===== config.mk =====
export PLATFORM = sky130hd
export DESIGN_NAME = ait_timer
export DESIGN_NICKNAME = d
export VERILOG_FILES = /design/src/inc/ait_pkg.sv /design/src/inc/ait_tick_if.sv /design/src/core/ait_tick_gen.sv /design/src/core/ait_timer.sv
export SDC_FILE = /design/constraint.sdc
export NUM_CORES = 1
export LEC_CHECK = 0
export BUFFER_PORTS_ARGS = -buffer_cell sky130_fd_sc_hd__clkbuf_2
export CAP_MARGIN = 25
export CORE_MARGIN = 2
export CORE_UTILIZATION = 58
export DETAILED_ROUTE_END_ITERATION = 6
export PLACE_DENSITY = 0.79
export SYNTH_ARGS = -nofsm -noshare
export SYNTH_HDL_FRONTEND = slang
export SYNTH_SLANG_ARGS = --single-unit

===== constraint.sdc =====
create_clock -name clk_sys -period 3.1 [get_ports clk_sys]
set_input_delay 0.62 -clock clk_sys [delete_from_list [all_inputs] [get_ports clk_sys]]
set_output_delay 0.62 -clock clk_sys [all_outputs]
set_load 0.01 [all_outputs]

===== src/inc/ait_pkg.sv =====
// Constants and types shared by the audio interval timer
package ait_pkg;
    localparam int unsigned IDX_W = 6;
    localparam int unsigned DAT_W = 16;
    localparam int unsigned PRE_W = 20;

    typedef logic [IDX_W-1:0] ait_idx_t;
    typedef logic [DAT_W-1:0] ait_data_t;
    typedef logic [PRE_W-1:0] ait_pre_t;

    // Indirect register indices
    localparam ait_idx_t IDX_IRQ_CTRL = 6'h01;
    localparam ait_idx_t IDX_RELOAD   = 6'h0c;
    localparam ait_idx_t IDX_LIVE     = 6'h0d;
    localparam ait_idx_t IDX_PWR_TMR  = 6'h2c;

    // Field positions
    localparam int unsigned BIT_COUNTDOWN_IRQ_GATE = 13;
    localparam int unsigned BIT_LEGACY_IRQ_GATE    = 8;
    localparam int unsigned BIT_TIMER_RUN_ENABLE   = 7;
    localparam int unsigned BIT_TICK_PERIOD_SELECT = 8;

    // Reset values
    localparam ait_data_t RST_IRQ_CTRL = 16'h0102;
    localparam ait_data_t RST_PWR_TMR  = 16'h0000;
    localparam ait_data_t RST_RELOAD   = 16'h0000;
    localparam ait_data_t RST_LIVE     = 16'h0000;

    // Tick timing
    localparam int unsigned CLK_PERIOD_NS = 100;
    localparam int unsigned TICK_SHORT_NS = 10_000;
    localparam int unsigned TICK_LONG_MS  = 100;
    localparam int unsigned SHORT_CYC = TICK_SHORT_NS / CLK_PERIOD_NS;
    localparam int unsigned LONG_CYC  =
        TICK_LONG_MS * 1_000_000 / CLK_PERIOD_NS;
endpackage : ait_pkg


===== src/inc/ait_tick_if.sv =====
// Link between the countdown core and its tick prescaler
`timescale 1ns/10ps
interface ait_tick_if;
    logic run;
    logic period_sel;
    logic tick;
    modport gen  (input run, input period_sel, output tick);
    modport user (output run, output period_sel, input tick);
endinterface : ait_tick_if


===== src/core/ait_tick_gen.sv =====
// Tick prescaler producing one pulse per selected period
`timescale 1ns/10ps
module ait_tick_gen #(
    parameter ait_pkg::ait_pre_t LONG_CYC =
        ait_pkg::ait_pre_t'(ait_pkg::LONG_CYC)
) (
    input  wire logic clk_sys,
    input  wire logic rst_n,
    ait_tick_if.gen   tk
);
    import ait_pkg::*;

    localparam ait_pre_t SHORT_LIM = ait_pre_t'(SHORT_CYC - 1);

    ait_pre_t cnt;
    logic     sel_q;
    logic     tick_q;

    wire ait_pre_t lim      = tk.period_sel ? LONG_CYC - 20'h00001 : SHORT_LIM;
    wire logic     restart  = !tk.run || (tk.period_sel != sel_q);
    wire logic     at_limit = (cnt == lim);

    always_ff @(posedge clk_sys or negedge rst_n) begin
        if (!rst_n) begin
            cnt    <= '0;
            sel_q  <= 1'b0;
            tick_q <= 1'b0;
        end else begin
            sel_q  <= tk.period_sel;
            cnt    <= (restart || at_limit) ? '0 : cnt + 20'h00001;
            tick_q <= !restart && at_limit;
        end
    end

    assign tk.tick = tick_q;
endmodule : ait_tick_gen


===== src/core/ait_timer.sv =====
// Audio interval timer: indirect registers and 16-bit countdown
`timescale 1ns/10ps
module ait_timer #(
    parameter ait_pkg::ait_pre_t LONG_CYC =
        ait_pkg::ait_pre_t'(ait_pkg::LONG_CYC)
) (
    input  wire logic              clk_sys,
    input  wire logic              reset_n,
    input  wire logic              wr_en,
    input  wire logic              rd_en,
    input  wire ait_pkg::ait_idx_t reg_idx,
    input  wire ait_pkg::ait_data_t wr_data,
    output logic                   rd_valid,
    output ait_pkg::ait_data_t     rd_data,
    output logic                   expiry_evt,
    output logic                   timer_irq
);
    import ait_pkg::*;

    function automatic logic idx_hit(input ait_idx_t idx,
                                     input ait_idx_t target);
        idx_hit = (idx == target);
    endfunction : idx_hit

    ////////////////////////////////////////////////////////////////////////
    // Reset release
    logic rst_meta;
    logic rst_n;

    always_ff @(posedge clk_sys or negedge reset_n) begin
        if (!reset_n) begin
            rst_meta <= 1'b0;
            rst_n    <= 1'b0;
        end else begin
            rst_meta <= 1'b1;
            rst_n    <= rst_meta;
        end
    end

    ////////////////////////////////////////////////////////////////////////
    // Register file
    logic      countdown_irq_gate;
    logic      legacy_irq_gate;
    logic      timer_run_enable;
    logic      tick_period_select;
    ait_data_t timer_reload_value;
    ait_data_t timer_live_count;

    wire logic wr_ctrl   = wr_en && idx_hit(reg_idx, IDX_IRQ_CTRL);
    wire logic wr_pwr    = wr_en && idx_hit(reg_idx, IDX_PWR_TMR);
    wire logic wr_reload = wr_en && idx_hit(reg_idx, IDX_RELOAD);
    wire logic wr_live   = wr_en && idx_hit(reg_idx, IDX_LIVE);
    wire logic wr_count  = wr_reload || wr_live;

    always_ff @(posedge clk_sys or negedge rst_n) begin
        if (!rst_n) begin
            countdown_irq_gate <= RST_IRQ_CTRL[BIT_COUNTDOWN_IRQ_GATE];
            legacy_irq_gate    <= RST_IRQ_CTRL[BIT_LEGACY_IRQ_GATE];
            timer_run_enable   <= RST_IRQ_CTRL[BIT_TIMER_RUN_ENABLE];
            tick_period_select <= RST_PWR_TMR[BIT_TICK_PERIOD_SELECT];
            timer_reload_value <= RST_RELOAD;
        end else begin
            if (wr_ctrl) begin
                countdown_irq_gate <= wr_data[BIT_COUNTDOWN_IRQ_GATE];
                legacy_irq_gate    <= wr_data[BIT_LEGACY_IRQ_GATE];
                timer_run_enable   <= wr_data[BIT_TIMER_RUN_ENABLE];
            end
            if (wr_pwr) begin
                tick_period_select <= wr_data[BIT_TICK_PERIOD_SELECT];
            end
            if (wr_reload) begin
                timer_reload_value <= wr_data;
            end
        end
    end

    ////////////////////////////////////////////////////////////////////////
    // Tick source and countdown
    ait_tick_if tk ();

    wire logic run = timer_run_enable && legacy_irq_gate;

    assign tk.run        = run;
    assign tk.period_sel = tick_period_select;

    ait_tick_gen #(.LONG_CYC(LONG_CYC)) u_tick (
        .clk_sys (clk_sys),
        .rst_n   (rst_n),
        .tk      (tk)
    );

    wire logic      step      = tk.tick && run && !wr_count;
    wire logic      at_zero   = (timer_live_count == 16'h0000);
    wire logic      expire    = step && at_zero;
    wire ait_data_t next_live =
        wr_count ? wr_data :
        expire   ? timer_reload_value :
        step     ? timer_live_count - 16'h0001 :
                   timer_live_count;

    always_ff @(posedge clk_sys or negedge rst_n) begin
        if (!rst_n) begin
            timer_live_count <= RST_LIVE;
            expiry_evt       <= 1'b0;
            timer_irq        <= 1'b0;
        end else begin
            timer_live_count <= next_live;
            expiry_evt       <= expire;
            timer_irq        <= expire && countdown_irq_gate;
        end
    end

    ////////////////////////////////////////////////////////////////////////
    // Read port, answers one cycle after the strobe
    wire ait_data_t ctrl_word =
        (ait_data_t'(countdown_irq_gate) << BIT_COUNTDOWN_IRQ_GATE) |
        (ait_data_t'(legacy_irq_gate)    << BIT_LEGACY_IRQ_GATE) |
        (ait_data_t'(timer_run_enable)   << BIT_TIMER_RUN_ENABLE);
    wire ait_data_t pwr_word  =
        ait_data_t'({7'h00, tick_period_select, 8'h00});
    wire ait_data_t next_rd_data =
        idx_hit(reg_idx, IDX_IRQ_CTRL) ? ctrl_word :
        idx_hit(reg_idx, IDX_PWR_TMR)  ? pwr_word :
        idx_hit(reg_idx, IDX_RELOAD)   ? timer_reload_value :
        idx_hit(reg_idx, IDX_LIVE)     ? timer_live_count : 16'h0000;

    always_ff @(posedge clk_sys or negedge rst_n) begin
        if (!rst_n) begin
            rd_valid <= 1'b0;
            rd_data  <= 16'h0000;
        end else begin
            rd_valid <= rd_en;
            rd_data  <= rd_en ? next_rd_data : rd_data;
        end
    end

    ////////////////////////////////////////////////////////////////////////
    // Checks
    ait_pre_t gap;
    logic     sel_seen;

    always_ff @(posedge clk_sys or negedge rst_n) begin
        if (!rst_n) begin
            gap      <= '0;
            sel_seen <= 1'b0;
        end else begin
            sel_seen <= tick_period_select;
            // Prescaler wraps to zero on the same edge that raises its tick
            if (!run || tick_period_select != sel_seen) begin
                gap <= '0;
            end else if (tk.tick) begin
                gap <= 20'h00001;
            end else begin
                gap <= gap + 20'h00001;
            end
        end
    end
endmodule : ait_timer


## Word level (Yosys, flattened, before mapping)

Index checks and enable logic that the tools add are counted.
W data, S select, Z words.

- Output and inout port bits: 19
- Bits of input ports: 26
- Flip-flop bits (word level): 79
- Logic and storage cells: 52

- Reduce and logical (&&, ||, !) cells: 18
- Equal/unequal tests: 6
- Bitwise logic cells: 2
- Multiplexer cells: 9
- $add $sub $neg: 2

Operators with widths:

| operator | count |
|---|---|
| $mux W16 | 7 |
| $mux W20 | 2 |
| $add A20 B1 Y20 const B | 1 |
| $eq A20 B20 Y1 | 1 |
| $logic_not A16 Y1 | 1 |
| $sub A16 B1 Y16 const B | 1 |
| $or A14 B8 Y14 | 1 |
| $or A14 B9 Y14 | 1 |
| $eq A6 B4 Y1 const B | 2 |
| $logic_and A1 B1 Y1 | 10 |
| $eq A6 B1 Y1 const B | 1 |
| $eq A6 B6 Y1 const B | 1 |
| $logic_not A1 Y1 | 3 |
| $logic_or A1 B1 Y1 | 3 |
| $reduce_bool A3 Y1 | 1 |
| $ne A1 B1 Y1 | 1 |

## Depth between registers and ports, before layout

Gate-level depths: netlist of the first run.

- Depth after elaboration: 8
- Mapped depth: 7
- Depth with buffers taken out: 7

## Cells and area by module

From an unflattened synthesis of the first run, not the netlist that was laid out.

- Cells, all modules: 422
- Area total of the unflattened synthesis: 4200.3 µm²

Modules (own cells, without submodules):

| module | instances | area an instance (µm²) | sequential area each (µm²) | cells an instance |
|---|---|---|---|---|
| ait_timer | 1 | 3017.9 | 1427.6 | 306 |
| ait_tick_gen | 1 | 1182.4 | 550.5 | 116 |

## Worst setup path after synthesis of the first run

No wires, ideal clock.

- Path type: input-to-reg
- Start point: input reg_idx[1]
- End point: register timer_reload_value[10]
- Stages: 5
- Path slack: 1052 ps
- Library setup time: 128 ps
- Arrival time: 1920 ps
- Data required time: 2972 ps
- Path buffers: 1
- Cell sequence: nor3_1 -> nand3_2 -> nor3b_4 -> buf_4 -> mux2_1

- Word-level cells in the longest chain between the ends: 2

Ends and longest elaborated chain:

| element | RTL line | text |
|---|---|---|
| from (decl) | ait_timer.sv:11 | `input wire ait_pkg::ait_idx_t reg_idx,` |
| $eq A6 B4 Y1 | ait_timer.sv:22 | `idx_hit = (idx == target);` |
| $logic_and A1 B1 Y1 | ait_timer.sv:51 | `wire logic wr_reload = wr_en && idx_hit(reg_idx, IDX_RELOAD);` |
| to (signal assigned) | ait_timer.sv:72 | `timer_reload_value <= wr_data;` |
| to (decl) | ait_timer.sv:46 | `ait_data_t timer_reload_value;` |

No other way between the ends.
A chain may end at the register's enable or synchronous reset.

## Worst setup path after layout of the first run

- Start point: register timer_live_count[0]
- End point: register timer_live_count[0]

- Word-level cells in the longest chain between the ends: 4
- Elaborated cells on any way between the ends: 7
- Those cells by class: add/sub: 1; mux: 3; reduce/logical: 3

Ends and longest elaborated chain:

| element | RTL line | text |
|---|---|---|
| from (decl) | ait_timer.sv:47 | `ait_data_t timer_live_count;` |
| from (signal assigned) | ait_timer.sv:107 | `timer_live_count <= next_live;` |
| $sub A16 B1 Y16 or $logic_not A16 Y1 (tied branches) | ait_timer.sv:98, ait_timer.sv:93 |  |
| $mux W16 or $logic_and A1 B1 Y1 (tied branches) | ait_timer.sv:98, ait_timer.sv:94 |  |
| $mux W16 | ait_timer.sv:97 | `expire ? timer_reload_value :` |
| $mux W16 | ait_timer.sv:96 | `wr_count ? wr_data :` |

Parallel ways exist; a longest one is shown, timed or not. The select of a mux whose other input is x is not followed.

==> results of run 1 <==
worst max path at each step:
stage / end / slack, ns / cells past startpoint
floorplan: countdown_irq_gate$_DFFE_PN0P_ / 0.74 / 0
CTS: timer_live_count[0]$_DFFE_PN0P_ / 0.87 / 6
global placement: timer_reload_value[11]$_DFFE_PN0P_ / 0.81 / 6
detailed placement: timer_reload_value[2]$_DFFE_PN0P_ / 0.77 / 6
finish: timer_live_count[0]$_DFFE_PN0P_ / 0.87 / 7
global route: u_tick.cnt[7]$_DFF_PN0_ / 0.52 / 6
power by group through the flow:
stage	combinational [W]	sequential (W)	clock, W
after floorplan	0.000247	0.00124	0
after global placement	0.000339	0.00125	0
after detailed placement	0.000350	0.00125	0
after CTS	0.000352	0.00123	0.000676
after global routing	0.000394	0.00125	0.000718
final	0.000355	0.00124	0.000655
cells by family after synthesis:
logic type,after synthesis
AO/OA/AOI/OAI,57
other,1
multiplexers,38
adder cells (fa/ha/maj),2
buffers and inverters,32
XOR/XNOR,30
flip-flops,79
AND/OR/NAND/NOR,167
layout by cell type (no fill, tap or decap), drive strengths merged, types with 9 or more instances in the layout:
| master | n |
|---|---|
| o22ai | 19 |
| and3 | 9 |
| nor2 | 53 |
| xnor2 | 10 |
| dfrtp | 78 |
| nand3 | 27 |
| a21oi | 16 |
| nand2 | 36 |
| o21ai | 13 |
| nor3 | 9 |
| clkbuf | 54 |
| mux2 | 31 |
| xor2 | 20 |
| nand4 | 9 |
| inv | 18 |
flip-flops by register name, indices dropped and copies added (netlist names):
name	count
u_tick.cnt	20
rd_data	16
timer_live_count	16
timer_reload_value	16
countdown_irq_gate	1
expiry_evt	1
legacy_irq_gate	1
rd_valid	1
rst_meta	1
rst_n	1
tick_period_select	1
timer_irq	1
timer_run_enable	1
u_tick.sel_q	1
u_tick.tk.tick	1
per-stage QoR:
| step | instance area, um2 | power, W | hold WS, ns |
|---|---|---|---|
| 6_report | 4520 | 0.00225 | 0.0370 |
| 5_1_grt | 4520 | 0.00236 | 0.0232 |
| 4_1_cts | 4500 | 0.00226 | 0.0172 |
| 3_5_place_dp | 4330 | 0.00160 | 0.344 |
| 3_3_place_gp | 4330 | 0.00159 | 0.336 |
| 2_1_floorplan | 4040 | 0.00149 | 0.324 |
critical path, cell delays in order (launching register included):
cell                       delay [ns]
sky130_fd_sc_hd__dfrtp_1         0.44
sky130_fd_sc_hd__inv_1           0.13
sky130_fd_sc_hd__ha_1            0.30
sky130_fd_sc_hd__nor4b_1         0.27
sky130_fd_sc_hd__nand4_1         0.44
sky130_fd_sc_hd__nor3_1          0.33
sky130_fd_sc_hd__a311oi_1        0.08
sky130_fd_sc_hd__o21ai_1         0.16
per-layer routing:
| metal | global-route usage (%) | vias up | part of all wire [%] |
|---|---|---|---|
| li1 | - | 1525 | - |
| met1 | 31.1 | 1535 | 40 |
| met2 | 41.0 | 98 | 51 |
| met3 | 4.17 | 29 | 4.8 |
| met4 | 14.4 | 0 | 4.0 |
| met5 | 0 | - | 0 |
cell type report:
| cell class | instances | area, um2 |
|---|---|---|
| clock inverters | 6 | 37.5 |
| repair buffers | 49 | 278 |
| flip-flops and latches | 79 | 1980 |
| well taps | 80 | 100 |
| inverters | 18 | 67.6 |
| clock buffers | 10 | 128 |
| fillers | 529 | 2230 |
| multi-input cells | 295 | 1930 |
==> results.md, run 1 <==
- The clock latency at the later pin of the worst-skew pair is 0.35 ns.
- The initial core utilization is 59.9%.
- The worst hold path belongs to the class input port to asynchronous set/reset pin.
- The sequential-to-total area share from yosys stat is 48.9%.
- The compound-cell area share of the yosys netlist is approximately 8.4%.
- The fraction of registers with async set/reset is 100%.
- In the post-synthesis netlist, the biggest area contributors are sky130_fd_sc_hd__dfrtp_1 48%, sky130_fd_sc_hd__mux2_1 5.0%, sky130_fd_sc_hd__nor2_1 4.8%, sky130_fd_sc_hd__xor2_1 4.3%, sky130_fd_sc_hd__mux2_2 3.6%.
- The congestion estimate from routability-driven global placement came to 0.896.
- The setup check on the worst reg-to-reg path leaves a slack of approximately 0.87 ns.
- The worst setup path is launched from a register.
- Entering global routing, the biggest net connects 78 pins.
- The residual overflow from global routing is 0.
- The final critical delay including setup and external delays is 2.23 ns.
- The tool flagged a number of max-cap violations equal to 0.
- For the final routed database, the setup TNS stands at 0 ns.
- After Yosys synthesis, and, or, nand and nor cells account for 21.8% of the synthesized area.
- By count the netlist is led by 78 x sky130_fd_sc_hd__dfrtp_1, 52 x sky130_fd_sc_hd__nor2_1, 36 x sky130_fd_sc_hd__nand2_1.
- At the pin with the least slew margin, the transition time is about 0.73 ns.
- The number of global-route vias before repair is 3081.
- Measured along the y axis, the die boundary spans 87.5 um.
- The die width is 87.5 um.
- The clock transition at the registers of the reported paths is 0.08 ns.
- The total vias in the final route is 3187.
- The detailed-placement wirelength estimate is 6.14 mm.
- CTS saw 79 sinks.
- After synthesis the cells add up to between 0.004 and 0.005 mm2.
- The switching power summed over all nets is 0.000672 W.
- 45 I/O pins were placed.
- The main combinational cell family by area after synthesis is simple AND/OR/NAND/NOR gates.
- The number of H-tree levels is 3.
- In this run the tool buffered the top-level ports with 44 buffer cells.
- For the worst flop-to-flop path, the logic depth is 7.
- The count of placed standard cells including taps is between 500 and 600.
- The most frequent cell after synthesis is sky130_fd_sc_hd__dfrtp_1.
- Net switching is 29.9% of the power.
- In this run the power density over the cells is 497 mW/mm2.
- The final period utilization is 72.0%.
- The endpoint arrival time on the critical path is 2.50 ns.
- The clock network burns between 20% and 30% of the power.
- In this run the critical register-to-register path is captured at timer_live_count[0]$_DFFE_PN0P_.
- The cell at the root of the clock tree is sky130_fd_sc_hd__clkbuf_8.
- The clock passes through at most 2 buffers.
- The worst pin sits at a relative slew slack of between 50% and 60%.
- The area fraction of the dominant cell type after synthesis is 48.3%.
- The area share of xor/xnor cells in the synthesized design is 6.50%.
- The critical path is of the register to register type.
- The number of rows in the core area is 30.
- In this run the static leakage power is 2.01 nW.
- In this run the worst path has a maximum fanout of 10.
- The Yosys warning count is 0.
- The post-synthesis share of cell area spent on full adders, half adders and majority gates is 0.619%.
- Each instance of the synthesized netlist takes up on average ~10 um2.
- The number of clock buffers added by TritonCTS is 9.
- The netlist uses 47 different library cells.
- The number of buffers inserted by hold repair at cts is 0.
- The synthesized net count is 434.
- The final net count is 480.
- The largest total area in the synthesized netlist belongs to sky130_fd_sc_hd__dfrtp_1.
- For this run, the leading register cell type out of synthesis is sky130_fd_sc_hd__dfrtp_1.
- Synthesis produced 406 cells.
- The first-pass GRT wire length is 14.7 mm.
- TritonCTS built the clock tree.
- The share of power burned in combinational logic is 15.8%.
- VDD sags by at most 0.238 mV.
- The antenna diode count is 0.
- The portion of synthesized area spent on multiplexers is 10.4%.
- The residual DRC count is 0.
- The number of cells upsized or downsized after cts is 0.
- The post-route non-filler standard cell count is 537.
- STA classifies the critical path endpoint as a register.
- The number of iterations in the first detailed-routing pass is 6.
- The number of setup buffers added after CTS is 0.
- Across every metal layer, demand over resource in global routing totals 24.9%.
- Derived from the worst setup path, the maximum achievable clock frequency is 448 MHz.
- The count of final max-slew check failures was 0.
- The number of antenna violations at the first check in global routing is 0.
- The worst register-to-register path begins at timer_live_count[0]$_DFFE_PN0P_.
- Cells fill 66.9% of the core in the end.
- OpenSTA, run right after detailed placement, puts the worst setup slack at 0.769 ns.
- The share of cells above drive strength 1 is between 10% and 20%.
- The area inside the core boundary is between 0.006 and 0.007 mm2.
- The count of flip-flops with a built-in enable after synthesis is 0.
- The final layout contains routed wiring with a total length of a little under 9 mm.
- The sequential share of power is 55.1%.
- The cell internal power dissipation is 0.00157 W.
- The initial detailed-routing violation count is 259.
- In the post-route analysis, the smallest setup slack over all paths is 0.868 ns.
- The critical path starts at timer_live_count[0]$_DFFE_PN0P_.
- Dividing the detail-routed via count by the number of cells gives between 5 and 6.
- Setup repair after global routing left no endpoint under its margin.
- STA puts the critical path data required time at ~3.4 ns.
- The number of endpoints with negative hold slack in the final report is 0.
- The clock skew is 0.00951 ns.
- The die area is roughly 0.0077 mm2.
- Setup violations remaining at the end of the flow were counted as 0.
- The post-detailed-route wirelength per cell is 16.4 um.
- The run finished with clean final reports.
- The number of nets with antenna violations after detailed routing is 0.
- Compared with the post-synthesis result, the final layout area differs by 11.9%.
- The flop and latch count out of synthesis is 79.
No activity file was read; power rests on OpenSTA's default activity.
==> run 2, diff against run 1 <==
--- a/config.mk
+++ b/config.mk
@@ -8,9 +8,9 @@
 export BUFFER_PORTS_ARGS = -buffer_cell sky130_fd_sc_hd__clkbuf_2
 export CAP_MARGIN = 25
 export CORE_MARGIN = 2
-export CORE_UTILIZATION = 58
+export CORE_UTILIZATION = 53
 export DETAILED_ROUTE_END_ITERATION = 6
-export PLACE_DENSITY = 0.79
+export PLACE_DENSITY = 0.76
 export SYNTH_ARGS = -nofsm -noshare
 export SYNTH_HDL_FRONTEND = slang
 export SYNTH_SLANG_ARGS = --single-unit
==> constraint.sdc (replaced) <==
create_clock -name clk_sys -period 2 [get_ports clk_sys]
set_input_delay 0.4 -clock clk_sys [delete_from_list [all_inputs] [get_ports clk_sys]]
set_output_delay 0.4 -clock clk_sys [all_outputs]
set_load 0.01 [all_outputs]
==> run 2 against run 1 <==
- count of clock-buffer cells in the layout unchanged
- core utilization down 2.5 points
- sequential share of layout area down 1.8 points
- worst setup slack got worse by 0.77 ns
- clock power increased by 77%
- sequential power up 56%
- critical path type unchanged
- via count rose by 0.91%
- combinational power increased by 71%
- largest power group unchanged
- die area grew 9.0%
==> results.md, run 2 (synthesis gave the netlist of run 1 again) <==
- The flow ran to the end, and the final reports show no timing, DRC or antenna violations.
- The residual overflow from global routing is 0.
- In the layout the commonest cells are 77 x sky130_fd_sc_hd__dfrtp_1, 52 x sky130_fd_sc_hd__nor2_1, 44 x sky130_fd_sc_hd__clkbuf_2.
- The area growth from synthesis to layout is 16.7%.
- The number of rows in the core area is 31.
- The peak ir drop on the vdd network is about 0.46 mV.
- The net count of the finished layout is 497.
- The die covers 0.00834 mm2.
- At the worst endpoint, the arrival time is 2.18 ns.
- The final weighted congestion in routability-driven placement is slightly above 0.9.
- Measured on the finished design, the core utilization comes to 64.4%.
- The area inside the core boundary is 0.00733 mm2.
- At the placement stage, the worst setup path has a slack of 0.0864 ns.
- The endpoint with the worst hold slack is timer_live_count[11]$_DFFE_PN0P_.
- The number of global-route vias before repair is 3084.
- The number of stages on the worst hold path is 3.
- In this run the most critical hold path is launched from wr_data[11].
- The count of final max-slew check failures is 0.
- The antenna diode count is 0.
- The number of endpoints with negative hold slack in the final report is 0.
- The number of nets with antenna violations after detailed routing is 0.
- The first global-routing pass estimated 15.5 mm of wire.
- The number of buffers and inverters on the critical path is 0.
- The residual DRC count is 0.
- Counting every sink on the clock net gives between 70 and 80.
- Fill cells in the final layout number between 600 and 700.
- The setup check on the worst reg-to-reg path leaves a slack of 0.09 ns.
- Port buffering added 44 buffers.
- The launch point of the worst reg-to-reg path is timer_live_count[12]$_DFFE_PN0P_.
- The slowest stage of the critical path is the sky130_fd_sc_hd__dfrtp_1 cell.
- The library cell used most frequently in the layout, excluding fill and tap cells, is sky130_fd_sc_hd__dfrtp_1.
- The clock latency at the later pin of the worst-skew pair is 0.35 ns.
- The post-detailed-route wirelength per cell is 16.2 um.
- For this run, the slowest stage of the critical path takes 0.48 ns.
- At the pin with the least slew margin, the transition time is 0.637 ns.
- Summing all flip-flop and latch instances after layout gives 0.00198 mm2.
- STA classifies the critical path startpoint as a register.
- The first detailed-routing pass ran for 4 iterations.
- The critical path in this run is classified as register to register.
- The register with the most flip-flops in the final layout is u_tick.cnt.
- The worst path required time is 2.27 ns.
- Global routing used 23.6% of the available tracks across all layers.
- The endpoint class of the critical path is a register.
- The post-route netlist has 22.6% of its cells at a drive strength greater than 1.
- The final wirelength is 9.27 mm.
- The end of the worst register-to-register path is timer_live_count[1]$_DFFE_PN0P_.
- The die height is approximately 91 um.
- The worst hold path class is input port to register.
- The clock transition at the registers of the reported paths is ~0.080 ns.
- Setup violations remaining at the end of the flow were counted as 0.
- The initial detailed-routing violation count is 146.
- The number of H-tree levels is 3.
- Power comes to roughly 0.0037 W.
- The power per cell area is between 700 and 800 mW/mm2.
- TritonCTS built the clock tree.
- The signal on the critical path passes through nor4_4 > nand2_1 > or3_4 > a211o_1 > o22ai_1.
- Registers are responsible for 52.2% of the overall power.
- The number of primary I/O pins is 45.
- The relative slew slack is 57.4%.
- The final total negative setup slack is 0 ns.
- The final period utilization is 95.3%.
- TritonCTS created 9 clock buffers.
- In this run the horizontal extent of the chip is 91.4 um.
- The number of antenna violations at the first check in global routing is 0.
- Summing over every cut layer, the via total after detailed routing is 3216.
- Summed over all nets, the switching power comes to 0.00108 W.
- The area of the multi-input gates is 0.00194 mm2.
- On the final layout, the worst clock skew is 0.0106 ns.
- The cell at the root of the clock tree is sky130_fd_sc_hd__clkbuf_8.
- The register with the most flip-flops in the layout has 20 of them.
- Of the total power, combinational logic draws 16.4%.
- The pin count of the biggest net entering global routing is 41.
- The static leakage is 2.11 nW.
- The routed design could run at a clock period as short as between 1.5 and 2 ns.
- The number of cells on the worst reg-to-reg path is 5.
- The tool flagged a number of max-cap violations equal to 0.
- On the critical path the largest part of the delay comes from simple AND/OR/NAND/NOR gates.
- The cell internal power dissipation is approximately 0.0026 W.
- The worst path meets setup with about 0.094 ns of slack.
- The clock share of power is 31.4%.
- Detailed placement ended at an HPWL of 6.67 mm.
- Setup repair after global routing left no endpoint under its margin.
- The initial core utilization is 55.2%.
- The largest fanout of any net on the critical path is 12.
- Using the TritonRoute via totals, the vias-per-cell ratio works out to 5.61.
- Of the total power, the share spent switching nets is between 20% and 30%.
- In this run the deepest clock path goes through 2 buffers.
- The highest achievable clock rate is 525 MHz.
==> run 2: power groups by stage <==
| stage | clock, W | combinational (W) | sequential (W) |
|---|---|---|---|
| after CTS | 0.00119 | 0.000603 | 0.00192 |
| final | 0.00116 | 0.000606 | 0.00193 |
| after detailed placement | 0 | 0.000597 | 0.00195 |
| after floorplan | 0 | 0.000383 | 0.00192 |
| after global placement | 0 | 0.000573 | 0.00194 |
| after global routing | 0.00127 | 0.000670 | 0.00195 |
==> run 2: final cells by class <==
class	instances	area share, %
Clock buffer	10	2.70
Clock inverter	6	1.33
Inverter	18	1.43
Multi-Input combinational cell	295	41.2
Sequential cell	79	42.0
Tap cell	99	2.62
Timing Repair Buffer	66	8.75
==> run 2: through the flow <==
step           area, um2  hold slack, ns  cells
5_1_grt             4720           0.277    573
6_report            4720           0.268    573
3_3_place_gp        4510           0.186    556
4_1_cts             4710           0.259    573
3_5_place_dp        4510           0.187    556
2_1_floorplan       4050           0.104    406
==> run 2: worst reg2reg max path, stage by stage, from the launching register on <==
cell and delay [ns]:
sky130_fd_sc_hd__dfrtp_1 0.48, sky130_fd_sc_hd__nor4_4 0.32, sky130_fd_sc_hd__nand2_1 0.10, sky130_fd_sc_hd__or3_4 0.48
sky130_fd_sc_hd__a211o_1 0.32, sky130_fd_sc_hd__o22ai_1 0.13
==> run 2: what timing repair did <==
action,4_1_cts,5_1_grt
setup endpoints to repair,0,2
hold endpoints to repair,2,0
setup buffers,0,0
gates resized for setup,0,2
hold buffers,1,0
==> run 2: routing by layer <==
layer,GRT usage [%],vias to the layer above,wire length (um)
met4,7.95,0,95
met5,0,-,0
li1,-,1560,-
met2,35.6,60,4320
met3,3.57,8,273
met1,35.0,1588,4580
==> run 2: worst max path at each step <==
stage	slack, ns	depth (start not counted)	endpoint	from
6_report	0.09	5	timer_live_count[1]$_DFFE_PN0P_	timer_live_count[12]$_DFFE_PN0P_
5_1_grt	0.009	7	u_tick.cnt[16]$_DFF_PN0_	u_tick.cnt[0]$_DFF_PN0_
4_1_cts	0.1	5	timer_live_count[1]$_DFFE_PN0P_	timer_live_count[12]$_DFFE_PN0P_
3_5_place_dp	0.09	6	timer_irq$_DFF_PN0_	reg_idx[1]
3_3_place_gp	0.12	6	timer_irq$_DFF_PN0_	reg_idx[1]
2_1_floorplan	0.17	5	timer_reload_value[10]$_DFFE_PN0P_	reg_idx[1]
==> run 3, diff against run 2 <==
--- a/config.mk
+++ b/config.mk
@@ -5,12 +5,13 @@
 export SDC_FILE = /design/constraint.sdc
 export NUM_CORES = 1
 export LEC_CHECK = 0
+export ABC_AREA = 1
 export BUFFER_PORTS_ARGS = -buffer_cell sky130_fd_sc_hd__clkbuf_2
-export CAP_MARGIN = 25
+export CAP_MARGIN = 20
 export CORE_MARGIN = 2
-export CORE_UTILIZATION = 53
+export CORE_UTILIZATION = 54
 export DETAILED_ROUTE_END_ITERATION = 6
-export PLACE_DENSITY = 0.76
+export PLACE_DENSITY = 0.77
 export SYNTH_ARGS = -nofsm -noshare
 export SYNTH_HDL_FRONTEND = slang
 export SYNTH_SLANG_ARGS = --single-unit
==> run 3 against run 2 <==
- sequential power hardly changed
- area after synthesis is 11% higher
- power is 10% higher
- worst setup slack better by 0.070 ns
- sequential share of layout area is 3.0 points lower
- critical path type unchanged
==> results.md, run 3 <==
- The number of primary I/O pins is 45.
- In the final layout, the share of cells above drive strength 1 is 15.3%.
- Cells fill 62.5% of the core in the end.
- The cell at the root of the clock tree is sky130_fd_sc_hd__clkbuf_8.
- Counting I/O delays and the setup requirement, the final critical path takes roughly 1.8 ns.
- The count of nets left with antenna violations once routing finished came out at 0.
- The first TritonRoute pass finished after 5 iterations.
- The post-detailed-route wirelength per cell is 13.7 um.
- The floorplan has 33 rows.
- The first-pass GRT wire length is between 15 and 20 mm.
- The highest metal layer used by the detailed router is met4.
- Summing over every cut layer, the via total after detailed routing is roughly 4100.
- Dividing the final minimum period by the clock period gives 91.8%.
- In the synthesized netlist the dominant register cell turns out to be sky130_fd_sc_hd__dfrtp_1.
- The static leakage is 2.60 nW.
- The fraction of registers with async set/reset is 100%.
- In the routed layout, each cell is associated on average with a via count of 5.20.
- The number of antenna diodes in the final layout is 0.
- The count of flip-flops with a built-in enable after synthesis is 0.
- During placement, the flow inserted port buffers numbering 44.
- The final non-filler cell area is between 0.005 and 0.006 mm2.
- After detailed routing, the number of remaining DRC violations is 0.
- Along the worst path, the maximum fanout reaches 8.
- Global routing used about a quarter of the available tracks.
- The final net count is 698.
- The number of standard cells after synthesis is between 600 and 700.
- The initial core utilization is between 50% and 60%.
- The met1 layer wirelength in the final routing is ~4.6 mm.
- u_tick.cnt holds more flip-flops than any other register.
- The final total negative setup slack is 0 ns.
- In this run the worst hold path is classified as input port to register.
- The area used by sequential logic in the layout is 0.00198 mm2.
- The floorplan step defined a die boundary enclosing 0.00903 mm2.
- The later pin in the worst-skew pair is clocked with a latency of 0.36 ns.
- The area fraction of the dominant cell type after synthesis is 43.6%.
- The flip-flop count of the largest register after layout is 20.
- The top cell types in the final layout, fill and taps aside, are 211 x sky130_fd_sc_hd__nand2_1, 87 x sky130_fd_sc_hd__nor2_1, 77 x sky130_fd_sc_hd__dfrtp_1.
- The initial detailed-routing violation count is approximately 300.
- The area inside the core boundary is between 0.008 and 0.009 mm2.
- The worst pin sits at a relative slew slack of between 50 and 60%.
- Setup violations remaining at the end of the flow were counted as 0.
- The count of placed standard cells including taps is approximately 760.
- After clock tree synthesis, the clock-pin slew on the worst setup and hold paths is 0.08 ns.
- The design draws 0.00407 W.
- The number of sinks handled by clock tree synthesis is between 70 and 80.
- Each instance of the synthesized netlist takes up on average 7.27 um2.
- In this run the power density over the cells is between 800 and 900 mW/mm2.
- Across the routed clock network, the largest skew measured is 0.0119 ns.
- The cell taking the most area after synthesis is sky130_fd_sc_hd__dfrtp_1.
- The placed cell area is about 0.0048 mm2.
- Data on the critical path is required at its endpoint by 2.25 ns.
- The final weighted congestion in routability-driven placement is approximately 0.94.
- In this run the cell area of the synthesized design comes to around 0.0045 mm2.
- The most common cell after layout, fill and taps aside is sky130_fd_sc_hd__nand2_1.
- Counting every net in the synthesized netlist gives around 640.
- The number of buffers created by CTS is 9.
- The count of final max-slew check failures is 0.
- The sequential-to-total area share from yosys stat is 44.2%.
- From synthesis to final layout, the design area changed by 13.6%.
- Ranked by total cell area, the synthesized netlist is headed by sky130_fd_sc_hd__dfrtp_1 44%, sky130_fd_sc_hd__nand2_1 18%, sky130_fd_sc_hd__nor2_1 7.3%, sky130_fd_sc_hd__inv_1 5.5%, sky130_fd_sc_hd__nand3_1 5.3%.
- For the pin with the worst max-slew slack, the measured transition is roughly 0.67 ns.
- The met3 wire length is 586 um.
- The final layout contains routed wiring with a total length of 10.7 mm.
- The CTS tree is built.
- The routed length on met2 is 5.29 mm.
- For the worst setup path, the data arrival time is 2.08 ns.
- Measured along the y axis, the die boundary spans between 90 and 100 um.
- The flow ran to the end, and the final reports show no timing, DRC or antenna violations.
- After synthesis the netlist holds a flip-flop and latch count of 79.
- For this run, the number of Yosys warnings is 0.
- Setup repair after global routing left no endpoint under its margin.
- The endpoint class of the critical path is a register.
- By instance count, the leading cell after synthesis is sky130_fd_sc_hd__nand2_1.
- The pin count of the biggest net entering global routing is 52.
- The number of endpoints with negative hold slack in the final report is 0.
- No sink is reached through more buffers than the 2 on the longest clock path.
- The area of the multi-input gates is 0.00216 mm2.
- The number of antenna violations at the first check in global routing is 0.
- The critical path startpoint category is a register.
- Detailed placement ended at an HPWL of around 7.8 mm.
- The number of H-tree levels is 3.
- The critical path in this run is classified as register to register.
- For this run, the number of standard cells in the final layout without fillers is 780.
- The number of global-route vias before repair is 3953.
- The peak ir drop on the vdd network is 0.450 mV.
- The number of maximum-capacitance violations is 0.
- After global routing the overflow that remains totals 0.
- The highest achievable clock rate is approximately 540 MHz.
- The layout has 717 filler cells.
- In this run the horizontal extent of the chip is 95.0 um.
- The commonest cells after synthesis are 211 x sky130_fd_sc_hd__nand2_1, 87 x sky130_fd_sc_hd__nor2_1, 78 x sky130_fd_sc_hd__dfrtp_1.
- Synthesis instantiated 35 different standard cells from the library.
[run 3: cell count changes after synthesis, moves of 12 or more]
cell / delta
sky130_fd_sc_hd__nor2_1: +35
sky130_fd_sc_hd__o22ai_1: -19
sky130_fd_sc_hd__nand3_1: +22
sky130_fd_sc_hd__nand2_1: +175
sky130_fd_sc_hd__inv_1: +48
sky130_fd_sc_hd__a21oi_1: -12
sky130_fd_sc_hd__mux2_1: -18
sky130_fd_sc_hd__o21ai_0: +25
sky130_fd_sc_hd__mux2_2: -13
[run 3: through the flow]
| stage | hold WS [ns] | setup slack, ns |
|---|---|---|
| floorplan | 0.104 | 0.535 |
| global placement | 0.185 | 0.144 |
| detailed placement | 0.189 | 0.0488 |
| CTS | 0.255 | 0.166 |
| global route | 0.258 | 0.0326 |
| finish | 0.259 | 0.165 |
[run 3: per-layer routing]
metal,vias to the layer above,GRT usage [%]
met3,26,5.45
li1,2030,-
met4,0,10.1
met1,1875,31.9
met5,-,0
met2,126,44.9
[run 3: what timing repair did]
action,CTS,global route
endpoints found under the setup margin,0,2
resized for setup,0,1
hold endpoints to repair,2,0
hold buffers,1,0
buffers inserted,0,0
[run 3: path summary, 6_finish.rpt]
check                                                 from                                 end  slack (ns)  depth (start not counted)
setup / recovery           timer_live_count[0]$_DFFE_PN0P_    timer_live_count[13]$_DFFE_PN0P_        0.16                          9
hold / removal                                 wr_data[15]  timer_reload_value[15]$_DFFE_PN0P_        0.26                          3
setup reg to reg           timer_live_count[0]$_DFFE_PN0P_    timer_live_count[13]$_DFFE_PN0P_        0.16                          9
hold reg to reg                            rst_n$_DFF_PN0_             u_tick.cnt[9]$_DFF_PN0_        0.36                          0
max in group asynchronous                  rst_n$_DFF_PN0_             rd_data[12]$_DFFE_PN0P_        1.07                          1
min in group asynchronous                          reset_n                     rst_n$_DFF_PN0_        0.36                          2
[run 3: cells by family after synthesis]
| logic type | count (synthesis) | share of synthesized area (%) |
|---|---|---|
| other cells | 1 | 0.0838 |
| fa+ha+maj | 2 | 0.559 |
| simple gates | 386 | 38.0 |
| xor+xnor | 21 | 4.11 |
| flops | 79 | 44.2 |
| compound gates | 44 | 5.43 |
| buf+inv | 82 | 7.64 |
[run 3: critical path, cell delays in order, from the launching register on]
cell,delay [ns]
sky130_fd_sc_hd__dfrtp_1,0.42
sky130_fd_sc_hd__inv_1,0.15
sky130_fd_sc_hd__ha_1,0.29
sky130_fd_sc_hd__inv_1,0.06
sky130_fd_sc_hd__nor2_1,0.19
sky130_fd_sc_hd__nand3_1,0.14
sky130_fd_sc_hd__nor2_4,0.25
sky130_fd_sc_hd__nand2_1,0.09
sky130_fd_sc_hd__nand3_1,0.09
sky130_fd_sc_hd__nand2_1,0.05
[run 3: power breakdown]
group          internal, W  total (W)  switching (W)
logic             0.000317   0.000879       0.000562
clock network     0.000679    0.00128       0.000599
registers          0.00174    0.00191       0.000172
total              0.00274    0.00407        0.00133
[run 3: area by class of cell]
| type | instances | area share [%] |
|---|---|---|
| inverters | 70 | 5.17 |
| repair buffers | 56 | 6.40 |
| flip-flops and latches | 79 | 39.0 |
| clock inverters | 4 | 1.03 |
| well taps | 105 | 2.59 |
| multi-input cells | 454 | 42.5 |
| clock buffers | 12 | 3.25 |
